<file path="src/rtl/mbre_pkg.sv">
// Purpose: constants shared by the serial request engine
// Assumes: one clock at 100 MHz, active-low asynchronous reset
// Notes: status word layout and error codes live here
package mbre_pkg;
   localparam int CLK_MHZ = 100;
   localparam int TIMEOUT_MS = 500;
   localparam int TIMEOUT_CYC = TIMEOUT_MS * 1000 * CLK_MHZ;
   localparam int ACK_WAIT_MS = 500;
   localparam int ACK_WAIT_CYC = ACK_WAIT_MS * 1000 * CLK_MHZ;
   localparam int DONE_BIT = 0;
   localparam int ERR_BIT = 1;
   localparam int CODE_LSB = 8;
   localparam int MAX_BYTES = 256;
   localparam logic [4:0] MAX_STATION = 5'h1F;
   localparam logic [4:0] BCAST_STATION = 5'h00;
   localparam logic [7:0] FN_READ_COILS = 8'h01;
   localparam logic [7:0] FN_READ_INPUTS = 8'h02;
   localparam logic [7:0] EXC_FLAG = 8'h80;
   localparam logic [7:0] ERR_ILL_FUNC = 8'h01;
   localparam logic [7:0] ERR_ILL_ADDR = 8'h02;
   localparam logic [7:0] ERR_ILL_DATA = 8'h03;
   localparam logic [7:0] ERR_DEV_FAIL = 8'h04;
   localparam logic [7:0] ERR_ACK = 8'h05;
   localparam logic [7:0] ERR_BUSY = 8'h06;
   localparam logic [7:0] ERR_TIMEOUT = 8'h07;
   localparam logic [7:0] ERR_NUMBER = 8'h08;
   localparam logic [7:0] ERR_PARAM = 8'h09;
   localparam logic [7:0] ERR_STATION = 8'h0A;
   localparam logic [3:0] DBITS_ASCII = 4'h7;
   localparam logic [3:0] DBITS_RTU = 4'h8;
   localparam logic [1:0] CH_LEGACY = 2'h0;
endpackage

</file>
<file path="src/rtl/mbre_engine.sv">
// Purpose: serial request engine, master issues, slave answers
// Assumes: byte-level serial channel outside; one scan = one clock
// Notes: character framing itself is outside; data width reported only
`timescale 1ns/1ps
`default_nettype none
module mbre_engine #(
   parameter int TIMEOUT_CYC = mbre_pkg::TIMEOUT_CYC,
   parameter int ACK_WAIT_CYC = mbre_pkg::ACK_WAIT_CYC
) (
   input wire logic ref_clk_in,          // clock
   input wire logic nrst_in,             // async reset, active low
   input wire logic master_mode_in,      // 1 master, 0 slave
   input wire logic rtu_mode_in,         // 1 rtu, 0 ascii
   input wire logic params_ok_in,        // port parameters valid
   input wire logic legacy_form_in,      // legacy request form used
   input wire logic [1:0] channel_select_in, // requested channel
   input wire logic [4:0] own_station_in,    // own station number
   input wire logic exec_in,             // execution condition
   input wire logic [15:0] station_function_operand_in, // station:function
   input wire logic [15:0] start_address_operand_in,    // item number
   input wire logic [15:0] count_in,     // number of items
   input wire logic rx_vld_in,           // received byte valid
   input wire logic [7:0] rx_byte_in,    // received byte
   input wire logic rx_end_in,           // received frame end
   input wire logic tx_rdy_in,           // transmitter accepts byte
   input wire logic [15:0] local_bits_in, // slave local bit image
   output logic tx_vld_out,              // transmit byte valid
   output logic [7:0] tx_byte_out,       // transmit byte
   output logic tx_end_out,              // last byte of frame
   output logic [1:0] channel_out,       // channel in use
   output logic [3:0] data_bits_out,     // character data bits
   output logic [15:0] status_word_operand_out, // code:flags
   output logic rd_vld_out,              // read data byte pulse
   output logic [7:0] rd_byte_out        // read data byte
);
   ////////////////////////////////////////////////////////////////////
   typedef enum logic [2:0] {
      ST_IDLE = 3'b000, ST_SEND = 3'b001, ST_WAIT = 3'b010,
      ST_RECV = 3'b011, ST_HOLD = 3'b100, ST_SANS = 3'b101
   } mbre_state_e;

   function automatic logic [15:0] status_of(input logic ok, input logic [7:0] code);
      logic [15:0] s;
      s = 16'h0000;
      if (ok) s[mbre_pkg::DONE_BIT] = 1'b1;
      else begin
         s[mbre_pkg::ERR_BIT] = 1'b1;
         s[mbre_pkg::CODE_LSB +: 8] = code;
      end
      return s;
   endfunction

   function automatic logic [15:0] byte_count(input logic [7:0] fn, input logic [15:0] n);
      // widened sum for bit reads, saturation for word reads, so huge counts never wrap below the limit
      if (fn == mbre_pkg::FN_READ_COILS || fn == mbre_pkg::FN_READ_INPUTS)
         byte_count = 16'(({1'b0, n} + 17'h00007) >> 3);
      else if (n[15]) byte_count = 16'hFFFF;
      else byte_count = 16'(n << 1);
   endfunction

   initial begin
      if (TIMEOUT_CYC < 1 || ACK_WAIT_CYC < 1) $error("bad wait counts");
   end

   ////////////////////////////////////////////////////////////////////
   mbre_state_e st_reg, st_next;
   logic exec_reg, exec_next;
   logic [7:0] frm_reg [0:5];
   logic [7:0] frm_next [0:5];
   logic [2:0] idx_reg, idx_next;
   logic [31:0] tmr_reg, tmr_next;
   logic [15:0] stat_reg, stat_next;
   logic [15:0] nbyte_reg, nbyte_next;
   logic [3:0] rxi_reg, rxi_next;
   logic exc_reg, exc_next;
   logic [1:0] ch_reg, ch_next;
   logic [3:0] db_reg, db_next;
   logic tv_reg, tv_next, te_reg, te_next;
   logic [7:0] tb_reg, tb_next;
   logic rv_reg, rv_next;
   logic [7:0] rb_reg, rb_next;
   logic pk_clr, pk_vld, pk_bit, pk_flush, pk_bv;
   logic [7:0] pk_byte;
   logic [4:0] pk_cnt_reg, pk_cnt_next;
   logic [7:0] sa_reg, sa_next;
   logic [7:0] tgt_fn;
   logic [4:0] tgt_st;
   logic [15:0] bytes_req;
   logic rise;
   integer i;

   assign tgt_st = station_function_operand_in[12:8];
   assign tgt_fn = station_function_operand_in[7:0];
   assign bytes_req = byte_count(tgt_fn, count_in);
   assign rise = exec_in && !exec_reg;

   mbre_bit_packer u_pack (
      .ref_clk_in(ref_clk_in),
      .nrst_in(nrst_in),
      .clr_in(pk_clr),
      .bit_vld_in(pk_vld),
      .bit_in(pk_bit),
      .flush_in(pk_flush),
      .byte_vld_out(pk_bv),
      .byte_out(pk_byte)
   );

   ////////////////////////////////////////////////////////////////////
   always_comb begin
      st_next = st_reg;
      exec_next = exec_in;
      for (i = 0; i < 6; i++) frm_next[i] = frm_reg[i];
      idx_next = idx_reg;
      tmr_next = tmr_reg;
      stat_next = 16'h0000;
      nbyte_next = nbyte_reg;
      rxi_next = rxi_reg;
      exc_next = exc_reg;
      tv_next = 1'b0;
      te_next = 1'b0;
      tb_next = tb_reg;
      rv_next = 1'b0;
      rb_next = rb_reg;
      pk_clr = 1'b0;
      pk_vld = 1'b0;
      pk_bit = 1'b0;
      pk_flush = 1'b0;
      pk_cnt_next = pk_cnt_reg;
      sa_next = sa_reg;
      ch_next = legacy_form_in ? mbre_pkg::CH_LEGACY : channel_select_in;
      db_next = rtu_mode_in ? mbre_pkg::DBITS_RTU : mbre_pkg::DBITS_ASCII;
      case (st_reg)
         ST_IDLE: begin
            if (master_mode_in && rise) begin
               if (!params_ok_in) stat_next = status_of(1'b0, mbre_pkg::ERR_PARAM);
               else if (tgt_st == own_station_in)
                  stat_next = status_of(1'b0, mbre_pkg::ERR_STATION);
               else if (count_in == 16'h0000 || bytes_req > 16'(mbre_pkg::MAX_BYTES))
                  stat_next = status_of(1'b0, mbre_pkg::ERR_NUMBER);
               else begin
                  frm_next[0] = {3'h0, tgt_st};
                  frm_next[1] = tgt_fn;
                  frm_next[2] = 8'((start_address_operand_in - 16'h0001) >> 8);
                  frm_next[3] = 8'(start_address_operand_in - 16'h0001);
                  frm_next[4] = count_in[15:8];
                  frm_next[5] = count_in[7:0];
                  idx_next = 3'h0;
                  st_next = ST_SEND;
               end
            end else if (!master_mode_in && rx_vld_in) begin
               frm_next[0] = rx_byte_in;
               rxi_next = 4'h1;
               st_next = ST_RECV;
            end
         end
         ST_SEND: begin
            if (tx_rdy_in && !tv_reg) begin
               tv_next = 1'b1;
               tb_next = frm_reg[idx_reg];
               te_next = (idx_reg == 3'h5);
               idx_next = idx_reg + 3'h1;
               if (idx_reg == 3'h5) begin
                  tmr_next = 32'h0;
                  rxi_next = 4'h0;
                  st_next = master_mode_in ? ST_WAIT : ST_IDLE;
                  if (!master_mode_in) stat_next = status_of(1'b1, 8'h00);
               end
            end
         end
         ST_WAIT: begin
            tmr_next = tmr_reg + 32'h1;
            if (rx_vld_in) begin
               // header: station, function, then exception code or byte count
               if (rxi_reg == 4'h1) exc_next = rx_byte_in[7];
               if (rxi_reg == 4'h2 && exc_reg) begin
                  if (rx_byte_in == mbre_pkg::ERR_ACK) begin
                     stat_next = status_of(1'b0, rx_byte_in);
                     tmr_next = 32'h0;
                     st_next = ST_HOLD;
                  end else begin
                     stat_next = status_of(1'b0, rx_byte_in);
                     st_next = ST_IDLE;
                  end
               end
               if (rxi_reg >= 4'h3 && !exc_reg) rv_next = 1'b1;
               rb_next = rx_byte_in;
               if (rxi_reg != 4'hF) rxi_next = rxi_reg + 4'h1;
            end
            if (rx_end_in && !exc_reg && rxi_reg >= 4'h3) begin
               stat_next = status_of(1'b1, 8'h00);
               st_next = ST_IDLE;
            end else if (tmr_reg >= 32'(TIMEOUT_CYC - 1) && st_next == ST_WAIT) begin
               stat_next = status_of(1'b0, mbre_pkg::ERR_TIMEOUT);
               st_next = ST_IDLE;
            end
         end
         ST_HOLD: begin
            tmr_next = tmr_reg + 32'h1;
            if (tmr_reg >= 32'(ACK_WAIT_CYC - 1)) st_next = ST_IDLE;
         end
         ST_RECV: begin
            if (rx_vld_in && rxi_reg < 4'h6) begin
               frm_next[rxi_reg[2:0]] = rx_byte_in;
               rxi_next = rxi_reg + 4'h1;
            end
            if (rx_end_in) begin
               if (rxi_reg == 4'h6 && frm_reg[0][4:0] == own_station_in &&
                   frm_reg[0] != {3'h0, mbre_pkg::BCAST_STATION}) begin
                  // bit reads answered from local image
                  if (frm_reg[1] == mbre_pkg::FN_READ_COILS ||
                      frm_reg[1] == mbre_pkg::FN_READ_INPUTS) begin
                     pk_clr = 1'b1;
                     pk_cnt_next = 5'h0;
                     // start item kept aside: frame bytes get overwritten by data
                     sa_next = frm_reg[3];
                     st_next = ST_SANS;
                  end else begin
                     frm_next[1] = frm_reg[1] | mbre_pkg::EXC_FLAG;
                     frm_next[2] = mbre_pkg::ERR_ILL_FUNC;
                     idx_next = 3'h0;
                     frm_next[3] = 8'h00;
                     frm_next[4] = 8'h00;
                     frm_next[5] = 8'h00;
                     st_next = ST_SEND;
                  end
               end else st_next = ST_IDLE;
            end
         end
         ST_SANS: begin
            if (pk_cnt_reg < 5'd16 && 16'(pk_cnt_reg) < frm_reg[5]) begin
               pk_vld = 1'b1;
               pk_bit = local_bits_in[4'(sa_reg + 8'(pk_cnt_reg))];
               pk_cnt_next = pk_cnt_reg + 5'h1;
            end else pk_flush = 1'b1;
            if (pk_bv) begin
               frm_next[3 + 3'(nbyte_reg[0])] = pk_byte;
               nbyte_next = nbyte_reg + 16'h1;
            end
            if (pk_flush && !pk_bv && pk_cnt_reg != 5'h0 &&
                nbyte_reg == 16'((frm_reg[5] + 8'h07) >> 3)) begin
               frm_next[2] = 8'(nbyte_reg);
               frm_next[5] = 8'h00;
               idx_next = 3'h0;
               st_next = ST_SEND;
            end
            if (frm_reg[5] == 8'h00 || frm_reg[5] > 8'h10) begin
               frm_next[1] = frm_reg[1] | mbre_pkg::EXC_FLAG;
               frm_next[2] = mbre_pkg::ERR_ILL_DATA;
               idx_next = 3'h0;
               st_next = ST_SEND;
            end
         end
         default: st_next = ST_IDLE;
      endcase
      if (st_reg == ST_RECV && st_next == ST_SANS) nbyte_next = 16'h0;
   end

   always_ff @(posedge ref_clk_in or negedge nrst_in) begin
      if (!nrst_in) begin
         st_reg <= ST_IDLE;
         exec_reg <= 1'b0;
         for (int k = 0; k < 6; k++) frm_reg[k] <= 8'h00;
         idx_reg <= 3'h0;
         tmr_reg <= 32'h0;
         stat_reg <= 16'h0000;
         nbyte_reg <= 16'h0000;
         rxi_reg <= 4'h0;
         exc_reg <= 1'b0;
         ch_reg <= 2'h0;
         db_reg <= 4'h0;
         tv_reg <= 1'b0;
         te_reg <= 1'b0;
         tb_reg <= 8'h00;
         rv_reg <= 1'b0;
         rb_reg <= 8'h00;
         pk_cnt_reg <= 5'h0;
         sa_reg <= 8'h00;
      end else begin
         st_reg <= st_next;
         exec_reg <= exec_next;
         for (int k = 0; k < 6; k++) frm_reg[k] <= frm_next[k];
         idx_reg <= idx_next;
         tmr_reg <= tmr_next;
         stat_reg <= stat_next;
         nbyte_reg <= nbyte_next;
         rxi_reg <= rxi_next;
         exc_reg <= exc_next;
         ch_reg <= ch_next;
         db_reg <= db_next;
         tv_reg <= tv_next;
         te_reg <= te_next;
         tb_reg <= tb_next;
         rv_reg <= rv_next;
         rb_reg <= rb_next;
         pk_cnt_reg <= pk_cnt_next;
         sa_reg <= sa_next;
      end
   end

   assign tx_vld_out = tv_reg;
   assign tx_byte_out = tb_reg;
   assign tx_end_out = te_reg;
   assign channel_out = ch_reg;
   assign data_bits_out = db_reg;
   assign status_word_operand_out = stat_reg;
   assign rd_vld_out = rv_reg;
   assign rd_byte_out = rb_reg;
endmodule
`default_nettype wire

</file>
<file path="src/rtl/mbre_bit_packer.sv">
// Purpose: packs one coil/input bit at a time into bytes
// Assumes: bits arrive lowest item first
// Notes: a flush pads the partial byte with zeros
`timescale 1ns/1ps
`default_nettype none
module mbre_bit_packer (
   input wire logic ref_clk_in,   // clock
   input wire logic nrst_in,      // async reset, active low
   input wire logic clr_in,       // start a new byte stream
   input wire logic bit_vld_in,   // one data bit present
   input wire logic bit_in,       // the data bit
   input wire logic flush_in,     // emit partial byte
   output logic byte_vld_out,     // byte complete pulse
   output logic [7:0] byte_out    // packed byte
);
   logic [7:0] acc_reg, acc_next;
   logic [2:0] pos_reg, pos_next;
   logic vld_reg, vld_next;
   logic [7:0] out_reg, out_next;

   always_comb begin
      acc_next = acc_reg;
      pos_next = pos_reg;
      vld_next = 1'b0;
      out_next = out_reg;
      if (clr_in) begin
         acc_next = 8'h00;
         pos_next = 3'h0;
      end else if (bit_vld_in) begin
         acc_next = acc_reg | (8'({7'h00, bit_in}) << pos_reg);
         pos_next = pos_reg + 3'h1;
         if (pos_reg == 3'h7) begin
            vld_next = 1'b1;
            out_next = acc_reg | (8'({7'h00, bit_in}) << pos_reg);
            acc_next = 8'h00;
         end
      end else if (flush_in && pos_reg != 3'h0) begin
         vld_next = 1'b1;
         out_next = acc_reg;
         acc_next = 8'h00;
         pos_next = 3'h0;
      end
   end

   always_ff @(posedge ref_clk_in or negedge nrst_in) begin
      if (!nrst_in) begin
         acc_reg <= 8'h00;
         pos_reg <= 3'h0;
         vld_reg <= 1'b0;
         out_reg <= 8'h00;
      end else begin
         acc_reg <= acc_next;
         pos_reg <= pos_next;
         vld_reg <= vld_next;
         out_reg <= out_next;
      end
   end

   assign byte_vld_out = vld_reg;
   assign byte_out = out_reg;
endmodule
`default_nettype wire

</file>
<file path="config.mk">
export PLATFORM = sky130hd
export DESIGN_NAME = mbre_engine
export DESIGN_NICKNAME = d
export VERILOG_FILES = /design/src/rtl/mbre_pkg.sv /design/src/rtl/mbre_engine.sv /design/src/rtl/mbre_bit_packer.sv
export SDC_FILE = /design/constraint.sdc
export NUM_CORES = 1
export LEC_CHECK = 0
export BUFFER_PORTS_ARGS = -buffer_cell sky130_fd_sc_hd__buf_4
export CAP_MARGIN = 25
export CORE_AREA = 2 2 151 153
export CTS_BUF_LIST = sky130_fd_sc_hd__clkbuf_8 sky130_fd_sc_hd__clkbuf_16
export CTS_CLUSTER_SIZE = 16
export DETAILED_ROUTE_END_ITERATION = 8
export DIE_AREA = 0 0 153 155
export PLACE_DENSITY_LB_ADDON = 0.08
export SLEW_MARGIN = 20
export SYNTH_ARGS = -nofsm -noshare
export SYNTH_HDL_FRONTEND = slang
export SYNTH_SLANG_ARGS = --single-unit
</file>
<file path="constraint.sdc">
create_clock -name ref_clk_in -period 3.8 [get_ports ref_clk_in]
set_input_delay 1.14 -clock ref_clk_in [delete_from_list [all_inputs] [get_ports ref_clk_in]]
set_output_delay 1.14 -clock ref_clk_in [all_outputs]
set_load 0.1 [all_outputs]
</file>
==> impl_metrics.py, run 1 <==
metrics = {
    "run_status": {
        "status": "finished, final reports clean",
    },
    "final_layout": {
        "largest_reg_flops": 48,
        "fin_nets": 1304,
        "syn_to_final_growth_pct": 17.6,
        "diodes": 0,
        "drive_gt1_frac": 0.205,
    },
    "timing": {
        "hold_viol": 0,
        "setup_viol": 0,
        "maxSlewHeadroom": 0.406,
        "finalSetupTns_ns": 0,
        "worst_pin_slew_ns": 0.884,
        "post-route-period-util": 0.877,
        "drv_slew": 0,
        "fin_skew_ns": 0.0118,
        "fmax_mhz": 300,
        "fin_crit_ns": 3.33,
        "rsz0062_at_grt": "no",
    },
    "critical_path": {
        "critPathRequiredTime_ns": 4.11,
        "crit_path_start_kind": "input pin",
        "crit_path_top_delay_cell": "and3_1",
        "crit_buf_inv": 1,
        "crit_type": "in -> reg",
        "worstPathCellList": "buf_4 -> nor4_4 -> and3_1 -> a21oi_2 -> nor4b_4 -> o2111ai_4 -> o21ai_2 -> a21bo_1 -> a22o_1",
        "arrival_ns": 3.65,
        "path_delay_family": "simple AND/OR/NAND/NOR gates",
        "worstSetupEndpointType": "flip-flop",
        "cpPeakStageDelay_ns": 0.41,
        "crit_fanout": 10,
    },
    "placed_design": {
        "portBuffers": 120,
        "place_congestion": 0.881,
        "dp_hpwl_mm": 22.1,
    },
    "pwr": {
        "p_total_mw": 7.77,
        "vdd_drop_max_v": 0.000464,
        "internal_power_mw": 4.50,
        "p_clk_frac": 0.235,
        "power_switching_mw": 3.27,
        "power.leakage_nw": 5.33,
        "p_comb_frac": 0.410,
        "power_density_nw_per_um2": 642,
        "p_seq_frac": 0.354,
        "p_sw_frac": 0.420,
    },
    "yosys": {
        "synth_top_area_cell": "dfrtp_1",
        "syn_area_um2": 10300,
        "synth_top_area_frac": 0.413,
        "synthCells": 1088,
        "synth-seq-area-share": 0.413,
        "synth_cell_type_count": 81,
        "ys.flop_type": "dfrtp_1",
        "async_reset_ff_frac": 1.00,
        "ys_ff_latch": 170,
        "yosys_warnings": 0,
        "syn_area_per_cell_um2": 9.46,
        "synth_edf_count": 0,
        "synthTopCellsByArea": "dfrtp_1 41%, nor2_1 3.9%, nand2_1 3.8%",
    },
    "global_route": {
        "met1_usage": 0.370,
        "first_global_vias": 8553,
        "grt_pass1_wl_mm": 47.4,
        "grt_util_all_layers": 0.254,
        "grt-ovfl-total": 0,
        "grtUsageMet2": 0.397,
        "grt_busiest_layer": "met2",
        "met3_usage": 0.0440,
        "grt_max_degree": 68,
        "antenna_found_initial": 0,
    },
    "floorplanning": {
        "io_pins": 130,
        "initial_utilization": 0.463,
        "dieArea_um2": 23700,
        "core_um2": 22200,
        "row_count": 55,
        "fp.dieH_um": 155,
        "die_w_um": 153,
    },
    "route": {
        "routed_wl_mm": 29.7,
        "first_pass_iters": 6,
        "vias_per_cell": 5.92,
        "drcViolationCount": 0,
        "drt_iter0_drc": 710,
        "post_drt_wl_per_cell_um": 19.9,
        "via_count": 8820,
        "drtAntennaViolNets": 0,
    },
    "clock_network": {
        "cts_tree": "done",
        "clock_sinks": 170,
        "cts-root-buf": "clkbuf_16",
        "clk_path_buf_depth": 2,
        "insertion_delay_ns": 0.43,
        "cts_resized": 0,
        "cts_hold_buf": 0,
        "clk_pin_slew_worst_paths_ns": 0.07,
        "post-cts-setup-buffers": 0,
        "numCtsBuffers": 17,
        "cts_max_level": 4,
    },
    "job": {
        "max_cap_violations": 0,
    },
    "min_path": {
        "hold_path.class": "reg -> reg",
    },
}
metrics by stage:
stage	cells	utilization	hold WS, ns	area [µm²]	worst slack (ns)
after global placement	1460	0.517	0.469	11500	0.100
final	1490	0.544	0.491	12100	0.466
after floorplan	1093	-	0.449	10300	0.550
after CTS	1490	0.544	0.495	12100	0.506
after global routing	1490	0.544	0.507	12100	0.342
after detailed placement	1460	0.517	0.479	11500	0.0607
logic make-up (layout without fill, tap and decap cells):
group	after synthesis	count (layout)	share of synthesized area
compound gates	264	264	0.184
xor+xnor	71	71	0.0604
fa+ha+maj	21	21	0.0263
buf+inv	107	219	0.0450
flops	170	170	0.413
mux	70	70	0.0867
other cells	1	6	0.000364
simple gates	384	384	0.184
worst register-to-register path: cells and delay by family, from the launching register on:
kind / cells / cell delay, ns
buffers and inverters: 2 / 0.62
DFF: 1 / 0.48
muxes: 1 / 0.41
adders and majority gates: 1 / 0.22
and+or+nand+nor: 4 / 1.17
path summary, 6_finish.rpt:
check	endpoint	start	slack, ns	cells after the start
min reg2reg	u_pack.acc_reg[7]	u_pack.acc_reg[7]	0.49	2
min in group asynchronous	tmr_reg[5]	nrst_in	0.69	1
max in group asynchronous	idx_reg[2]	nrst_in	2.35	2
max	frm_reg[5]	station_function_operand_in[5]	0.47	9
max reg2reg	sa_reg[0]	rxi_reg[0]	0.79	8
min	u_pack.acc_reg[7]	u_pack.acc_reg[7]	0.49	2
routing by layer:
layer  wire (µm)  up-vias  part of all wire
li1            -     4180                 -
met1       14000     4323              0.47
met2       13600      284              0.46
met3        1600       33             0.054
met4         482        0             0.016
met5           0        -                 0
area by class of cell:
type	instances	area, µm²
Timing Repair Buffer	147	1130
Inverter	42	158
Clock buffer	18	439
Clock inverter	12	164
Sequential cell	170	4250
Tap cell	285	357
Multi-Input combinational cell	816	5600
Fill cell	2051	10100
Yosys cell counts, types with 3 or more instances:
cell type / count
and4_1: 5
xnor2_1: 27
o31ai_1: 7
inv_1: 42
nor3_1: 21
a21o_1: 6
buf_1: 6
mux2i_1: 25
a32o_1: 5
nand3_1: 33
and3_1: 13
a222oi_1: 15
o211ai_1: 6
buf_4: 11
mux4_2: 12
a221o_1: 3
nor3b_1: 5
buf_2: 10
nor4b_1: 3
nor4_1: 16
a211oi_1: 5
o22ai_1: 20
o21ai_0: 59
a31oi_1: 8
dfrtp_1: 170
nor2b_1: 8
and2_1: 7
a21oi_1: 45
ha_1: 20
nor2_1: 107
nand2_1: 105
or2_2: 5
a22o_1: 25
o2bb2ai_1: 15
or3_1: 15
nor3_2: 3
nand2b_1: 9
o21a_1: 3
xor2_1: 44
o41ai_1: 3
nand4_1: 17
mux2_2: 33
a22oi_1: 8
clkbuf_1: 37
power by group through the flow:
stage / clock [mW] / sequential, mW / combinational (mW)
2_1_floorplan: 0 / 3.15 / 1.85
3_3_place_gp: 0 / 2.75 / 3.14
3_5_place_dp: 0 / 2.77 / 3.16
4_1_cts: 1.86 / 2.74 / 3.18
5_1_grt: 1.93 / 2.81 / 3.45
6_report: 1.83 / 2.75 / 3.19
cells in the final DEF (no fill, tap or decap), drive strengths merged, types with 5 or more instances in the layout:
cell     synthesis  layout
a211oi           5       5
a21o             6       6
a21oi           47      47
a222oi          15      15
a22o            25      25
a22oi            8       8
a31oi            8       8
a32o             5       5
and2             7       7
and3            13      13
and4             5       5
buf             28     147
clkbuf          37      18
conb             1       6
dfrtp          170     170
ha              20      20
inv             42      46
mux2            33      33
mux2i           25      25
mux4            12      12
nand2          105     105
nand2b           9       9
nand3           33      33
nand4           17      17
nor2           108     108
nor2b            8       8
nor3            24      24
nor3b            5       5
nor4            17      17
o211ai           6       6
o21ai           62      62
o22ai           22      22
o2bb2ai         15      15
o31ai            8       8
or2              6       6
or3             16      16
xnor2           27      27
xor2            44      44
Note: power is estimated with default switching activity, not from simulation.
==> run 2, diff against run 1 <==
--- a/config.mk
+++ b/config.mk
@@ -5,13 +5,14 @@
 export SDC_FILE = /design/constraint.sdc
 export NUM_CORES = 1
 export LEC_CHECK = 0
+export ABC_AREA = 1
 export BUFFER_PORTS_ARGS = -buffer_cell sky130_fd_sc_hd__buf_4
 export CAP_MARGIN = 25
-export CORE_AREA = 2 2 151 153
+export CORE_AREA = 2 2 161 163
 export CTS_BUF_LIST = sky130_fd_sc_hd__clkbuf_8 sky130_fd_sc_hd__clkbuf_16
 export CTS_CLUSTER_SIZE = 16
 export DETAILED_ROUTE_END_ITERATION = 8
-export DIE_AREA = 0 0 153 155
+export DIE_AREA = 0 0 163 165
 export PLACE_DENSITY_LB_ADDON = 0.08
 export SLEW_MARGIN = 20
 export SYNTH_ARGS = -nofsm -noshare
==> impl_metrics.py, run 2 <==
metrics = {
    "pwr": {
        "power_switching_mw": 4.01,
        "p_seq_frac": 0.328,
        "internal_power_mw": 4.26,
        "p_sw_frac": 0.484,
        "power.leakage_nw": 6.60,
        "power_density_nw_per_um2": 615,
        "p_clk_frac": 0.219,
        "vdd_drop_max_v": 0.000424,
        "p_comb_frac": 0.453,
    },
    "final_layout": {
        "multi_input_area_um2": 6340,
        "largest_reg_flops": 48,
        "syn_to_final_growth_pct": 16.0,
        "drive_gt1_frac": 0.134,
        "final_util": 0.537,
        "regArea_um2": 4250,
        "diodes": 0,
        "fillers": 2582,
        "fin_nets": 1926,
        "layout_common_cells": "435 x nand2_1, 222 x nor2_1, 182 x inv_1, 170 x dfrtp_1, 143 x o21ai_0",
        "final_common_cell": "nand2_1",
    },
    "route": {
        "drt_iter0_drc": 991,
        "vias_per_cell": 5.37,
        "first_pass_iters": 6,
        "routed_wl_mm": 35.5,
        "post_drt_wl_per_cell_um": 16.4,
        "drtAntennaViolNets": 0,
        "via_count": 11600,
        "drcViolationCount": 0,
    },
    "clock_network": {
        "clk_path_buf_depth": 2,
        "post-cts-setup-buffers": 0,
        "clock_sinks": 170,
        "cts_tree": "done",
        "cts_resized": 0,
        "insertion_delay_ns": 0.45,
        "numCtsBuffers": 17,
        "cts_hold_buf": 0,
        "cts-root-buf": "clkbuf_16",
        "cts_max_level": 4,
        "clk_pin_slew_worst_paths_ns": 0.08,
    },
    "critical_path": {
        "crit_type": "in -> reg",
        "arrival_ns": 3.32,
        "crit_fanout": 11,
        "crit_path_start_kind": "input pin",
        "critPathRequiredTime_ns": 4.12,
        "worstSetupEndpointType": "flip-flop",
    },
    "yosys": {
        "synth_most_common_cell": "nand2_1",
        "synth_top_area_frac": 0.367,
        "ys_ff_latch": 170,
        "synth_commonest_cells": "435 x nand2_1, 222 x nor2_1, 181 x inv_1",
        "yosys_warnings": 0,
        "synth_edf_count": 0,
        "async_reset_ff_frac": 1.00,
        "synth-seq-area-share": 0.367,
        "synthTopCellsByArea": "dfrtp_1 37%, nand2_1 14%, nor2_1 7.2%",
        "ys.flop_type": "dfrtp_1",
        "synth_top_area_cell": "dfrtp_1",
        "synthCells": 1701,
        "synth_cell_type_count": 53,
        "syn_area_per_cell_um2": 6.82,
        "syn_area_um2": 11600,
    },
    "global_route": {
        "grt_pass1_wl_mm": 57.2,
        "antenna_found_initial": 0,
        "grt_util_all_layers": 0.273,
        "grt-ovfl-total": 0,
        "first_global_vias": 10900,
        "grt_max_degree": 74,
    },
    "min_path": {
        "hold_path.class": "reg -> reg",
    },
    "placed_design": {
        "dp_hpwl_mm": 26.9,
        "pre_cts_ws_ns": 0.436,
        "portBuffers": 120,
        "place_congestion": 0.902,
    },
    "floorplanning": {
        "row_count": 58,
        "fp.dieH_um": 165,
        "initial_utilization": 0.463,
        "dieArea_um2": 26900,
        "die_w_um": 163,
        "io_pins": 130,
        "core_um2": 25000,
    },
    "timing": {
        "setup_viol": 0,
        "fin_hold_ws_ns": 0.488,
        "fin_crit_ns": 3.00,
        "maxSlewHeadroom": 0.487,
        "worst_slack_ns": 0.797,
        "hold_viol": 0,
        "worst_pin_slew_ns": 0.769,
        "fmax_mhz": 333,
        "finalSetupTns_ns": 0,
        "post-route-period-util": 0.790,
        "fin_skew_ns": 0.0145,
        "rsz0062_at_grt": "no",
        "drv_slew": 0,
    },
    "job": {
        "max_cap_violations": 0,
    },
    "run_status": {
        "status": "finished, final reports clean",
    },
}
-- run 2: layout make-up --
cell class | instances | share of cell area
sequential | 170 | 0.316
timing repair buffer | 144 | 0.0816
clock buffer | 18 | 0.0326
multi-input combinational | 1286 | 0.471
tap | 330 | 0.0307
clock inverter | 14 | 0.0119
inverter | 197 | 0.0555
-- run 2: logic make-up after synthesis --
logic type | after synthesis | share of synthesized area
flip-flops | 170 | 0.367
buffers and inverters | 250 | 0.0876
AO/OA/AOI/OAI | 316 | 0.152
other | 1 | 0.000323
XOR/XNOR | 37 | 0.0280
AND/OR/NAND/NOR | 906 | 0.342
adder cells (fa/ha/maj) | 21 | 0.0233
-- run 2: power groups by stage --
stage | clock, mW | sequential (mW) | combinational [mW]
2_1_floorplan | 0 | 3.20 | 2.18
3_3_place_gp | 0 | 2.72 | 3.67
3_5_place_dp | 0 | 2.73 | 3.73
4_1_cts | 1.84 | 2.69 | 3.74
5_1_grt | 1.91 | 2.76 | 4.14
6_report | 1.81 | 2.71 | 3.75
-- run 2: worst max-delay path, cell delays in order --
cell	delay, ns
buf_4	0.11
nor2_1	0.10
nand3_1	0.17
nor2_1	0.28
inv_1	0.12
o21ai_0	0.09
nand3_1	0.10
nor2_2	0.13
nand3_2	0.19
nand2_2	0.28
nand3_1	0.38
nand2_1	0.15
o21ai_1	0.07
-- run 2: through the flow --
step	power [mW]	instances	area [µm²]
after global placement	6.39	2127	12900
after global routing	8.81	2159	13500
after detailed placement	6.46	2127	12900
final	8.27	2159	13500
after floorplan	5.39	1706	11600
after CTS	8.27	2159	13500
-- run 2: metal layers --
layer | share of wire | global-route usage | wire, µm | vias up
li1 | - | - | - | 5799
met1 | 0.45 | 0.378 | 16000 | 5364
met2 | 0.46 | 0.442 | 16300 | 367
met3 | 0.062 | 0.0334 | 2180 | 58
met4 | 0.028 | 0.0921 | 980 | 0
met5 | 0 | 0 | 0 | -
-- run 2: worst paths after layout --
kind	start	end	slack, ns	cells after the start
max in group asynchronous	nrst_in	pk_cnt_reg[1]	2.40	2
worst min-delay path	rd_byte_out[4]	rd_byte_out[4]	0.49	2
worst max register to register	rxi_reg[0]	frm_reg[36]	1.10	13
worst min register to register	rd_byte_out[4]	rd_byte_out[4]	0.49	2
worst max-delay path	station_function_operand_in[2]	frm_reg[36]	0.80	13
min in group asynchronous	nrst_in	data_bits_out[3]	0.59	1
